### src/shared/dsp_cfg.svh
// Constants of the drive-side serial and control port
`ifndef DSP_CFG_SVH
`define DSP_CFG_SVH
`define DSP_CLK_MHZ 10
`define DSP_CLK_PERIOD_NS 100
`define DSP_SWITCH_NS 7500
`define DSP_SWITCH_CYC ((`DSP_SWITCH_NS + `DSP_CLK_PERIOD_NS - 1) / `DSP_CLK_PERIOD_NS)
`define DSP_INVALID_NS 8000
`define DSP_INVALID_CYC ((`DSP_INVALID_NS + `DSP_CLK_PERIOD_NS - 1) / `DSP_CLK_PERIOD_NS)
`define DSP_TRACK_NS 1900
`define DSP_TRACK_CYC ((`DSP_TRACK_NS + `DSP_CLK_PERIOD_NS - 1) / `DSP_CLK_PERIOD_NS)
`define DSP_SECTOR_NS 960
`define DSP_SECTOR_CYC ((`DSP_SECTOR_NS + `DSP_CLK_PERIOD_NS - 1) / `DSP_CLK_PERIOD_NS)
`define DSP_SEL_STATUS 2'h0
`define DSP_SEL_UPPER 2'h1
`define DSP_SEL_LOWER 2'h2
`define DSP_ST_READY 0
`define DSP_ST_BUSY 4
`define DSP_ST_PROTECT 6
`define DSP_CMD_UP 8'h01
`define DSP_CMD_DOWN 8'h02
`endif

### src/shared/dsp_pkg.sv
// Types of the drive-side serial and control port
package dsp_pkg;
   typedef enum logic [1:0] {
      DSP_DOWN = 2'b00,
      DSP_SPIN = 2'b01,
      DSP_UP = 2'b11
   } dsp_spin_t;
   typedef struct packed {
      logic [1:0] register_select_lines;
      logic read_n;
      logic load_n;
      logic [7:0] wdata;
   } dsp_regreq_t;
   typedef struct packed {
      logic [7:0] rdata;
      logic oe;
   } dsp_regrsp_t;
endpackage : dsp_pkg

### src/design/dsp_port.sv
// Drive-side serial data path and control register port
`timescale 1ns/100ps
`include "dsp_cfg.svh"
module dsp_port #(
   parameter int SWITCH_CYC = `DSP_SWITCH_CYC,
   parameter int INVALID_CYC = `DSP_INVALID_CYC,
   parameter int TRACK_CYC = `DSP_TRACK_CYC,
   parameter int SECTOR_CYC = `DSP_SECTOR_CYC
) (
   input wire logic clk_i,
   input wire logic reset_i,
   input wire logic reset_n_i,
   input wire logic unit_enable_n_i,
   input wire dsp_pkg::dsp_regreq_t reg_req_i,
   output dsp_pkg::dsp_regrsp_t reg_rsp_o,
   input wire logic [7:0] current_addr_i,
   input wire logic [7:0] sector_size_upper_i,
   input wire logic [7:0] status_extra_i,
   output logic [7:0] command_o,
   output logic command_pulse_o,
   output logic [7:0] target_addr_o,
   input wire logic [1:0] head_choice_n_i,
   output logic [1:0] head_o,
   input wire logic read_enable_n_i,
   input wire logic write_enable_n_i,
   input wire logic crystal_clk_i,
   input wire logic locked_osc_clk_i,
   input wire logic locked_osc_data_i,
   output logic bit_clk_o,
   output logic read_bit_o,
   output logic read_valid_o,
   output logic pll_sync_o,
   input wire logic write_strobe_i,
   input wire logic write_bit_i,
   output logic encoder_bit_o,
   output logic encoder_valid_o,
   output logic head_record_o,
   input wire logic at_speed_i,
   input wire logic track_mark_i,
   input wire logic sector_mark_i,
   output logic ready_n_o,
   output logic track_start_n_o,
   output logic sector_start_n_o
);
   import dsp_pkg::*;

   // ------------------------------------------------------------
   // Selection and reset
   // ------------------------------------------------------------
   logic selected;
   logic drive_reset;
   assign selected = ~unit_enable_n_i;
   assign drive_reset = reset_i | ~reset_n_i;

   // ------------------------------------------------------------
   // Read enable timing
   // ------------------------------------------------------------
   logic rd_en;
   logic [15:0] rd_cnt_reg;
   logic [15:0] rd_cnt_next;
   logic use_osc_reg;
   logic use_osc_next;
   logic rd_valid_reg;
   logic rd_valid_next;
   assign rd_en = selected & ~read_enable_n_i;

   always_comb
   begin
      rd_cnt_next = rd_cnt_reg;
      use_osc_next = use_osc_reg;
      rd_valid_next = rd_valid_reg;
      if (!rd_en)
      begin
         rd_cnt_next = 16'h0000;
         use_osc_next = 1'b0;
         rd_valid_next = 1'b0;
      end
      else
      begin
         if (rd_cnt_reg != 16'hffff)
         begin
            rd_cnt_next = rd_cnt_reg + 16'h0001;
         end
         if (rd_cnt_reg == 16'(SWITCH_CYC - 1))
         begin
            use_osc_next = 1'b1;
         end
         if (rd_cnt_reg == 16'(INVALID_CYC - 1))
         begin
            rd_valid_next = 1'b1;
         end
      end
   end

   always_ff @(posedge clk_i)
   begin
      if (drive_reset)
      begin
         rd_cnt_reg <= 16'h0000;
         use_osc_reg <= 1'b0;
         rd_valid_reg <= 1'b0;
      end
      else
      begin
         rd_cnt_reg <= rd_cnt_next;
         use_osc_reg <= use_osc_next;
         rd_valid_reg <= rd_valid_next;
      end
   end

   // Plain mux on purpose: a glitch at the switch is tolerated by both ends
   assign bit_clk_o = use_osc_reg ? locked_osc_clk_i : crystal_clk_i;
   assign pll_sync_o = rd_en;
   assign read_valid_o = rd_valid_reg;

   // ------------------------------------------------------------
   // Read and write serial bits
   // ------------------------------------------------------------
   logic read_bit_reg;
   logic read_bit_next;
   logic strobe_d_reg;
   logic strobe_d_next;
   logic enc_bit_reg;
   logic enc_bit_next;
   logic enc_valid_reg;
   logic enc_valid_next;
   logic wr_en;
   assign wr_en = selected & ~write_enable_n_i & ~rd_en;

   always_comb
   begin
      read_bit_next = rd_valid_reg ? locked_osc_data_i : 1'b0;
      strobe_d_next = write_strobe_i;
      enc_bit_next = enc_bit_reg;
      enc_valid_next = 1'b0;
      // Falling edge of echoed strobe takes the bit
      if (strobe_d_reg && !write_strobe_i && wr_en)
      begin
         enc_bit_next = write_bit_i;
         enc_valid_next = 1'b1;
      end
   end

   always_ff @(posedge clk_i)
   begin
      if (drive_reset)
      begin
         read_bit_reg <= 1'b0;
         strobe_d_reg <= 1'b0;
         enc_bit_reg <= 1'b0;
         enc_valid_reg <= 1'b0;
      end
      else
      begin
         read_bit_reg <= read_bit_next;
         strobe_d_reg <= strobe_d_next;
         enc_bit_reg <= enc_bit_next;
         enc_valid_reg <= enc_valid_next;
      end
   end

   assign read_bit_o = read_bit_reg;
   assign encoder_bit_o = enc_bit_reg;
   assign encoder_valid_o = enc_valid_reg;

   // ------------------------------------------------------------
   // Head choice
   // ------------------------------------------------------------
   logic [1:0] head_reg;
   logic [1:0] head_next;

   always_comb
   begin
      head_next = head_reg;
      if (selected)
      begin
         head_next = {~head_choice_n_i[1], ~head_choice_n_i[0]};
      end
   end

   // ------------------------------------------------------------
   // Register port and spindle state
   // ------------------------------------------------------------
   dsp_spin_t spin_reg;
   dsp_spin_t spin_next;
   logic [7:0] cmd_reg;
   logic [7:0] cmd_next;
   logic cmd_pulse_reg;
   logic cmd_pulse_next;
   logic [7:0] tgt_reg;
   logic [7:0] tgt_next;
   logic load_d_reg;
   logic load_d_next;
   logic [7:0] status;
   logic ready;
   logic load_edge;

   assign ready = (spin_reg == DSP_UP) & at_speed_i;
   assign head_record_o = wr_en & (spin_reg == DSP_UP);
   always_comb
   begin
      status = status_extra_i;
      status[`DSP_ST_READY] = ready;
      status[`DSP_ST_BUSY] = (spin_reg == DSP_SPIN);
      status[`DSP_ST_PROTECT] = (spin_reg != DSP_UP);
   end

   // Load on the rising (trailing) edge of the strobe, when data is settled
   assign load_edge = ~load_d_reg & reg_req_i.load_n;

   always_comb
   begin
      load_d_next = reg_req_i.load_n | ~selected;
      cmd_next = cmd_reg;
      cmd_pulse_next = 1'b0;
      tgt_next = tgt_reg;
      spin_next = spin_reg;
      if (load_edge && selected)
      begin
         case (reg_req_i.register_select_lines)
            `DSP_SEL_STATUS:
            begin
               cmd_next = reg_req_i.wdata;
               cmd_pulse_next = 1'b1;
            end
            `DSP_SEL_LOWER:
            begin
               tgt_next = reg_req_i.wdata;
            end
            default:
            begin
               cmd_next = cmd_reg;
            end
         endcase
      end
      case (spin_reg)
         DSP_DOWN:
         begin
            if (cmd_pulse_reg && cmd_reg == `DSP_CMD_UP)
            begin
               spin_next = DSP_SPIN;
            end
         end
         DSP_SPIN:
         begin
            if (cmd_pulse_reg && cmd_reg == `DSP_CMD_DOWN)
            begin
               spin_next = DSP_DOWN;
            end
            else if (at_speed_i)
            begin
               spin_next = DSP_UP;
            end
         end
         DSP_UP:
         begin
            if (cmd_pulse_reg && cmd_reg == `DSP_CMD_DOWN)
            begin
               spin_next = DSP_DOWN;
            end
         end
         default:
         begin
            spin_next = DSP_DOWN;
         end
      endcase
   end

   always_ff @(posedge clk_i)
   begin
      if (drive_reset)
      begin
         spin_reg <= DSP_DOWN;
         cmd_reg <= 8'h00;
         cmd_pulse_reg <= 1'b0;
         tgt_reg <= 8'h00;
         load_d_reg <= 1'b1;
         head_reg <= 2'h0;
      end
      else
      begin
         spin_reg <= spin_next;
         cmd_reg <= cmd_next;
         cmd_pulse_reg <= cmd_pulse_next;
         tgt_reg <= tgt_next;
         load_d_reg <= load_d_next;
         head_reg <= head_next;
      end
   end

   always_comb
   begin
      reg_rsp_o.oe = selected & ~reg_req_i.read_n;
      case (reg_req_i.register_select_lines)
         `DSP_SEL_STATUS: reg_rsp_o.rdata = status;
         `DSP_SEL_UPPER: reg_rsp_o.rdata = sector_size_upper_i;
         `DSP_SEL_LOWER: reg_rsp_o.rdata = current_addr_i;
         default: reg_rsp_o.rdata = 8'h00;
      endcase
   end

   assign command_o = cmd_reg;
   assign command_pulse_o = cmd_pulse_reg;
   assign target_addr_o = tgt_reg;
   assign head_o = head_reg;
   assign ready_n_o = ~ready;

   // ------------------------------------------------------------
   // Track and sector start pulses
   // ------------------------------------------------------------
   logic [7:0] trk_cnt_reg;
   logic [7:0] trk_cnt_next;
   logic [7:0] sec_cnt_reg;
   logic [7:0] sec_cnt_next;

   always_comb
   begin
      trk_cnt_next = trk_cnt_reg;
      sec_cnt_next = sec_cnt_reg;
      if (track_mark_i)
      begin
         trk_cnt_next = 8'(TRACK_CYC);
      end
      else if (trk_cnt_reg != 8'h00)
      begin
         trk_cnt_next = trk_cnt_reg - 8'h01;
      end
      if (sector_mark_i)
      begin
         sec_cnt_next = 8'(SECTOR_CYC);
      end
      else if (sec_cnt_reg != 8'h00)
      begin
         sec_cnt_next = sec_cnt_reg - 8'h01;
      end
   end

   always_ff @(posedge clk_i)
   begin
      if (drive_reset)
      begin
         trk_cnt_reg <= 8'h00;
         sec_cnt_reg <= 8'h00;
      end
      else
      begin
         trk_cnt_reg <= trk_cnt_next;
         sec_cnt_reg <= sec_cnt_next;
      end
   end

   assign track_start_n_o = (trk_cnt_reg == 8'h00);
   assign sector_start_n_o = (sec_cnt_reg == 8'h00);
endmodule : dsp_port

### config.mk
export PLATFORM = sky130hd
export DESIGN_NAME = dsp_port
export DESIGN_NICKNAME = d
export VERILOG_FILES = /design/src/shared/dsp_pkg.sv /design/src/design/dsp_port.sv
export VERILOG_INCLUDE_DIRS = /design/src /design/src/shared
export SDC_FILE = /design/constraint.sdc
export NUM_CORES = 1
export LEC_CHECK = 0
export ABC_AREA = 0
export BUFFER_PORTS_ARGS = -buffer_cell sky130_fd_sc_hd__buf_2
export CORE_MARGIN = 3
export CORE_UTILIZATION = 45
export CTS_BUF_LIST = sky130_fd_sc_hd__clkbuf_8 sky130_fd_sc_hd__clkbuf_16
export DETAILED_ROUTE_END_ITERATION = 8
export PLACE_DENSITY = 0.79
export SLEW_MARGIN = 10
export SYNTH_ARGS = -nofsm -noshare
export SYNTH_HDL_FRONTEND = slang
export SYNTH_SLANG_ARGS = --single-unit
### constraint.sdc
create_clock -name clk_i -period 1.48 [get_ports clk_i]
set_input_delay 0.222 -clock clk_i [delete_from_list [all_inputs] [get_ports clk_i]]
set_output_delay 0.222 -clock clk_i [all_outputs]
set_load 0.1 [all_outputs]
; Yosys cells after proc, flatten, opt, wreduce, memory -nomap -nowiden
; Index checks and enable logic that the tools add are counted.
[word_totals]
output_inout_bits = 38
inputBits = 52
ff_bits = 60
[classes]
n_addsub = 3
reduce_logical = 22
n_eq_ne = 13
bitwise_logic = 21
muxes = 13
[ops]
columns = cell, n
row1 = $eq A16 B7 Y1 const B, 2
row2 = $pmux W8 S3, 1
row3 = $add A16 B1 Y16 const B, 1
row4 = $logic_not A8 Y1, 2
row5 = $ne A16 B16 Y1 const B, 1
row6 = $reduce_bool A8 Y1, 2
row7 = $sub A8 B1 Y8 const B, 2
row8 = $not A1 Y1, 12
row9 = $mux W5, 2
row10 = $reduce_or A2 Y1, 5
row11 = $eq A8 B1 Y1 const B, 1
row12 = $eq A8 B2 Y1 const B, 1
row13 = $mux W2, 4
row14 = $mux W4, 2
row15 = $and A1 B1 Y1, 7
row16 = $pmux W2 S3, 1
row17 = $logic_and A1 B1 Y1, 5
row18 = $eq A2 B1 Y1 const B, 2
row19 = $eq A2 B2 Y1 const B, 2
row20 = $logic_not A2 Y1, 2
row21 = $ne A2 B2 Y1 const B, 2
row22 = $reduce_and A2 Y1, 2
row23 = $reduce_bool A2 Y1, 2
row24 = $mux W1, 3
row25 = 5 further kinds, 6

; Longest topological paths before layout
[depth]
word_depth = 6
ltp_mapped = 6
ltp_nobuf = 6

; Worst setup path before layout
; Ideal clock, no wire load.
[synth_timing]
kind = register to output
start = register spin_reg[0]
end = output port reg_rsp_o[1] in the netlist's numbering
setup_slack_ps = -2363
t_arrival_ps = 3621
path_stages_with_launch = 5
n_path_buf = 0
path_cell_list = dfxtp_1 > nand3_1 > nor2_1 > a21oi_1 > o21ai_0
[synth_rtl]
columns = item, line_no
row1 = start: declaration, dsp_port.sv:184  ; dsp_spin_t spin_reg;
row2 = start signal: assignment, dsp_port.sv:282  ; spin_reg <= spin_next;
row3 = end: declaration, dsp_port.sv:15  ; output dsp_pkg::dsp_regrsp_t reg_rsp_o,

; Worst setup path after layout
[layout_timing]
start = register trk_cnt_reg[1]
end = output port track_start_n_o
[layout_via]
elab_chain_cells = 1
[layout_rtl]
columns = item, line_no
row1 = start: declaration, dsp_port.sv:311  ; logic [7:0] trk_cnt_reg;
row2 = start signal: assignment, dsp_port.sv:347  ; trk_cnt_reg <= trk_cnt_next;
row3 = $logic_not A8 Y1, dsp_port.sv:352  ; assign track_start_n_o = (trk_cnt_reg == 8'h00);
row4 = end: declaration, dsp_port.sv:42  ; output logic track_start_n_o,
; No other way between the ends.

==> impl_summary.log <==
INFO  metric status = complete, but fails checks
INFO  metric timing.clock.skew = 0.005075 ns
INFO  metric detailed_place_hpwl = 6010 um
INFO  metric fp.coreArea = 6026 um2
INFO  metric ys_warn_count = 0
INFO  metric final-seq-area = 1256 um2
INFO  metric route.antenna.remaining_nets = 0
INFO  metric grt_setup_unrepaired = true
INFO  metric totalPowerFinal = 4.405 mW
INFO  metric cap_viol_max_count = 0
INFO  metric min-delay-path-class = in2reg
INFO  metric final_critical_path_setup_slack = -0.3837 ns
INFO  metric timing.final.hold_violations = 0
INFO  metric yosysTopAreaCell = dfxtp_1
INFO  metric insertedDiodeCount = 0
INFO  metric cts_made_buffers = 9
INFO  metric synth_largest_type_area_fraction = 42.29%
INFO  metric drtIter0Drc = 209
INFO  metric overflow_left_after_global_routing = 0
INFO  metric boundaryPins = 90
INFO  metric met2RoutedLength = 5329 um
INFO  metric setup_viol = 23
INFO  metric number_of_synthesized_register_bits = 60
INFO  metric timing.final.crit_period = 1.864 ns
INFO  metric max-clock-path-buffers = 2
INFO  metric num-nets-final = 549
INFO  metric drt_wl_total = 9801 um
INFO  metric final.period_utilization = 125.9%
INFO  metric leakagePower = 2.109 nW
INFO  metric cell_with_the_most_instances_after_synthesis = dfxtp_1
INFO  metric synthCells = 326
INFO  metric detailroute.via_count = 3214
INFO  metric number_of_antenna_violations_at_the_first_check_in_global_routing = 0
INFO  metric dr.max_layer_used = met4
INFO  metric htreeDepth = 3
INFO  metric grt.total_usage = 23.69%
INFO  metric slew_headroom = 66.95%
INFO  metric largest_net_degree_at_the_start_of_global_routing = 16
INFO  metric postSynthAreaPerCell = 8.712 um2
INFO  metric dp_worst_setup_slack = -0.1156 ns
INFO  metric start_kind = flop
INFO  metric multi_input_comb_area = 1981 um2
INFO  metric total_die_area = 7301 um2
INFO  metric met3RoutedLength = 518 um
INFO  metric crit_type = reg2out
INFO  metric required_worst_endpoint = 1.26 ns
INFO  metric average_routed_wire_per_standard_cell = 17.13 um
INFO  metric tritoncts_clock_tree = built
INFO  metric arrival = 1.64 ns
INFO  metric grt_pass1_vias = 3112
INFO  metric hold_ws = 0.09167 ns
INFO  metric initial_utilization = 47.13%
INFO  metric critPathMaxFanout = 2
INFO  metric route.layer.met1.wl = 3623 um
INFO  metric die_height = 85.45 um
INFO  metric final.fill_count = 342
INFO  metric worst_vdd_rail_ir_drop = 0.9258 mV
INFO  metric layout-area-overhead-vs-synth = 71.89%
INFO  metric finish.utilization = 81.02%
INFO  metric number_of_synthesized_flops_with_an_enable_pin = 0
INFO  metric drt_drc_violations_left = 0
INFO  metric wire_length_of_the_first_global_routing_pass = 13860 um
INFO  metric final_replace_weighted_congestion = 0.8161
INFO  metric final_number_of_max_transition_violations = 0
INFO  metric horiz_die_dim = 85.45 um
INFO  metric drt-vias-per-instance = 5.619
INFO  metric synth_area_leaders = dfxtp_1 42%, mux2i_1 5.6%, nor2_1 5.3%
INFO  metric asyncSetResetFlopFracSynth = 0%
INFO  metric synth_sequential_area_ratio = 42.29%
INFO  metric synth.cells.most_frequent = 60 x dfxtp_1, 40 x nor2_1, 29 x nand2_1
INFO  metric clock-sinks = 60
INFO  metric ys.flop_type = dfxtp_1
INFO  metric fmax = 536.6 MHz
INFO  metric failed_checks = setup timing
INFO  metric stdcell_area = 4882 um2
INFO  metric cts_root_buffer = clkbuf_8
INFO  metric post_cts_hold_buffer_count = 0
INFO  metric largest_register_ffs = 16
INFO  metric synthesized_netlist_net_count = 383
INFO  metric drive_gt1_share = 57.14%
INFO  metric port_buffers = 86
INFO  metric worst_slew_pin_slew = 0.4991 ns
INFO  metric pwr_cell_area = 902.3 nW/um2
INFO  metric detailedRoute.firstPassIterationCount = 6
INFO  metric critical_path.endpoint_type = primary output
INFO  metric detailed_place.area = 4139 um2
INFO  metric clkSlewWorstSetupHoldPaths = 0.07 ns
INFO  metric synthesis.area = 2840 um2
INFO  metric core.rowCount = 28
INFO  metric worst_skew_pair.late_latency = 0.35 ns
INFO  metric netlist-cell-type-count = 51
## final timing paths
kind | start | end | slack, ns | cells past startpoint
min reg2reg | target_addr_o[5] | target_addr_o[5] | 0.45 | 2
min | write_strobe_i | strobe_d_reg | 0.09 | 2
max reg2reg | trk_cnt_reg[1] | trk_cnt_reg[3] | -0.21 | 8
max | trk_cnt_reg[1] | track_start_n_o | -0.38 | 5
## timing repair
item,CTS,global route
endpoints found under the hold margin,0,0
setup endpoints to repair,27,44
buffers inserted,14,17
pin swaps,14,32
gates resized for setup,30,57
## power breakdown
part,total (mW),switching [mW],internal [mW],leakage (nW)
sequential,1.66,0.0315,1.63,0.501
combinational,1.11,0.644,0.469,1.49
clock,1.63,0.651,0.978,0.117
total,4.41,1.33,3.08,2.11
## kinds of logic (layout without fill, tap and decap cells)
family	count (synthesis)	count (layout)	synth area share [%]
adder cells (fa/ha/maj)	5	5	2.203
XOR/XNOR	13	13	4.009
multiplexers	17	17	6.035
AND/OR/NAND/NOR	144	144	28.41
buffers and inverters	23	194	3.744
AO/OA/AOI/OAI	64	64	13.30
flip-flops	60	60	42.29
## placed cells by master, fill, tap and decap left out, types with 8 or more instances in the layout
| cell type | Yosys | routed |
|---|---|---|
| buf_4 | 1 | 73 |
| buf_2 | 0 | 70 |
| dfxtp_1 | 60 | 34 |
| nor2_1 | 40 | 32 |
| nand2_1 | 29 | 27 |
| a21oi_1 | 25 | 17 |
| dfxtp_2 | 0 | 17 |
| mux2i_1 | 16 | 13 |
| buf_12 | 0 | 13 |
| nand3_1 | 15 | 11 |
| buf_6 | 2 | 11 |
| xnor2_1 | 10 | 10 |
| clkbuf_8 | 0 | 10 |
| dfxtp_4 | 0 | 9 |
| o21ai_4 | 0 | 8 |
| a21oi_2 | 0 | 8 |
| nor3_1 | 9 | 8 |
## worst max-delay path, stage by stage, from the launching register on
cell and delay, ns:
dfxtp_2 0.32, inv_2 0.07, ha_4 0.12, or3b_4 0.39
nor3_4 0.18, buf_12 0.20
## through the flow
stage / setup TNS (ns) / std cells
after floorplan: -6.828 / 326
after global placement: -1.037 / 530
after detailed placement: -1.771 / 530
after CTS: -2.072 / 558
after global routing: -4.457 / 572
final: -2.995 / 572
## layer usage
layer | vias up | track usage (%)
met1 | 1555 | 25.72
met3 | 31 | 5.340
met5 | - | 0
met4 | 0 | 11.65
met2 | 122 | 42.94
li1 | 1506 | -
## cell type report
cell class	count	area share [%]
inverters	9	0.7688
flip-flops and latches	60	25.73
repair buffers	169	26.58
clock buffers	10	2.819
multi-input cells	243	40.57
clock inverters	6	1.615
well taps	75	1.922
Power figures use the tool's default switching activity.
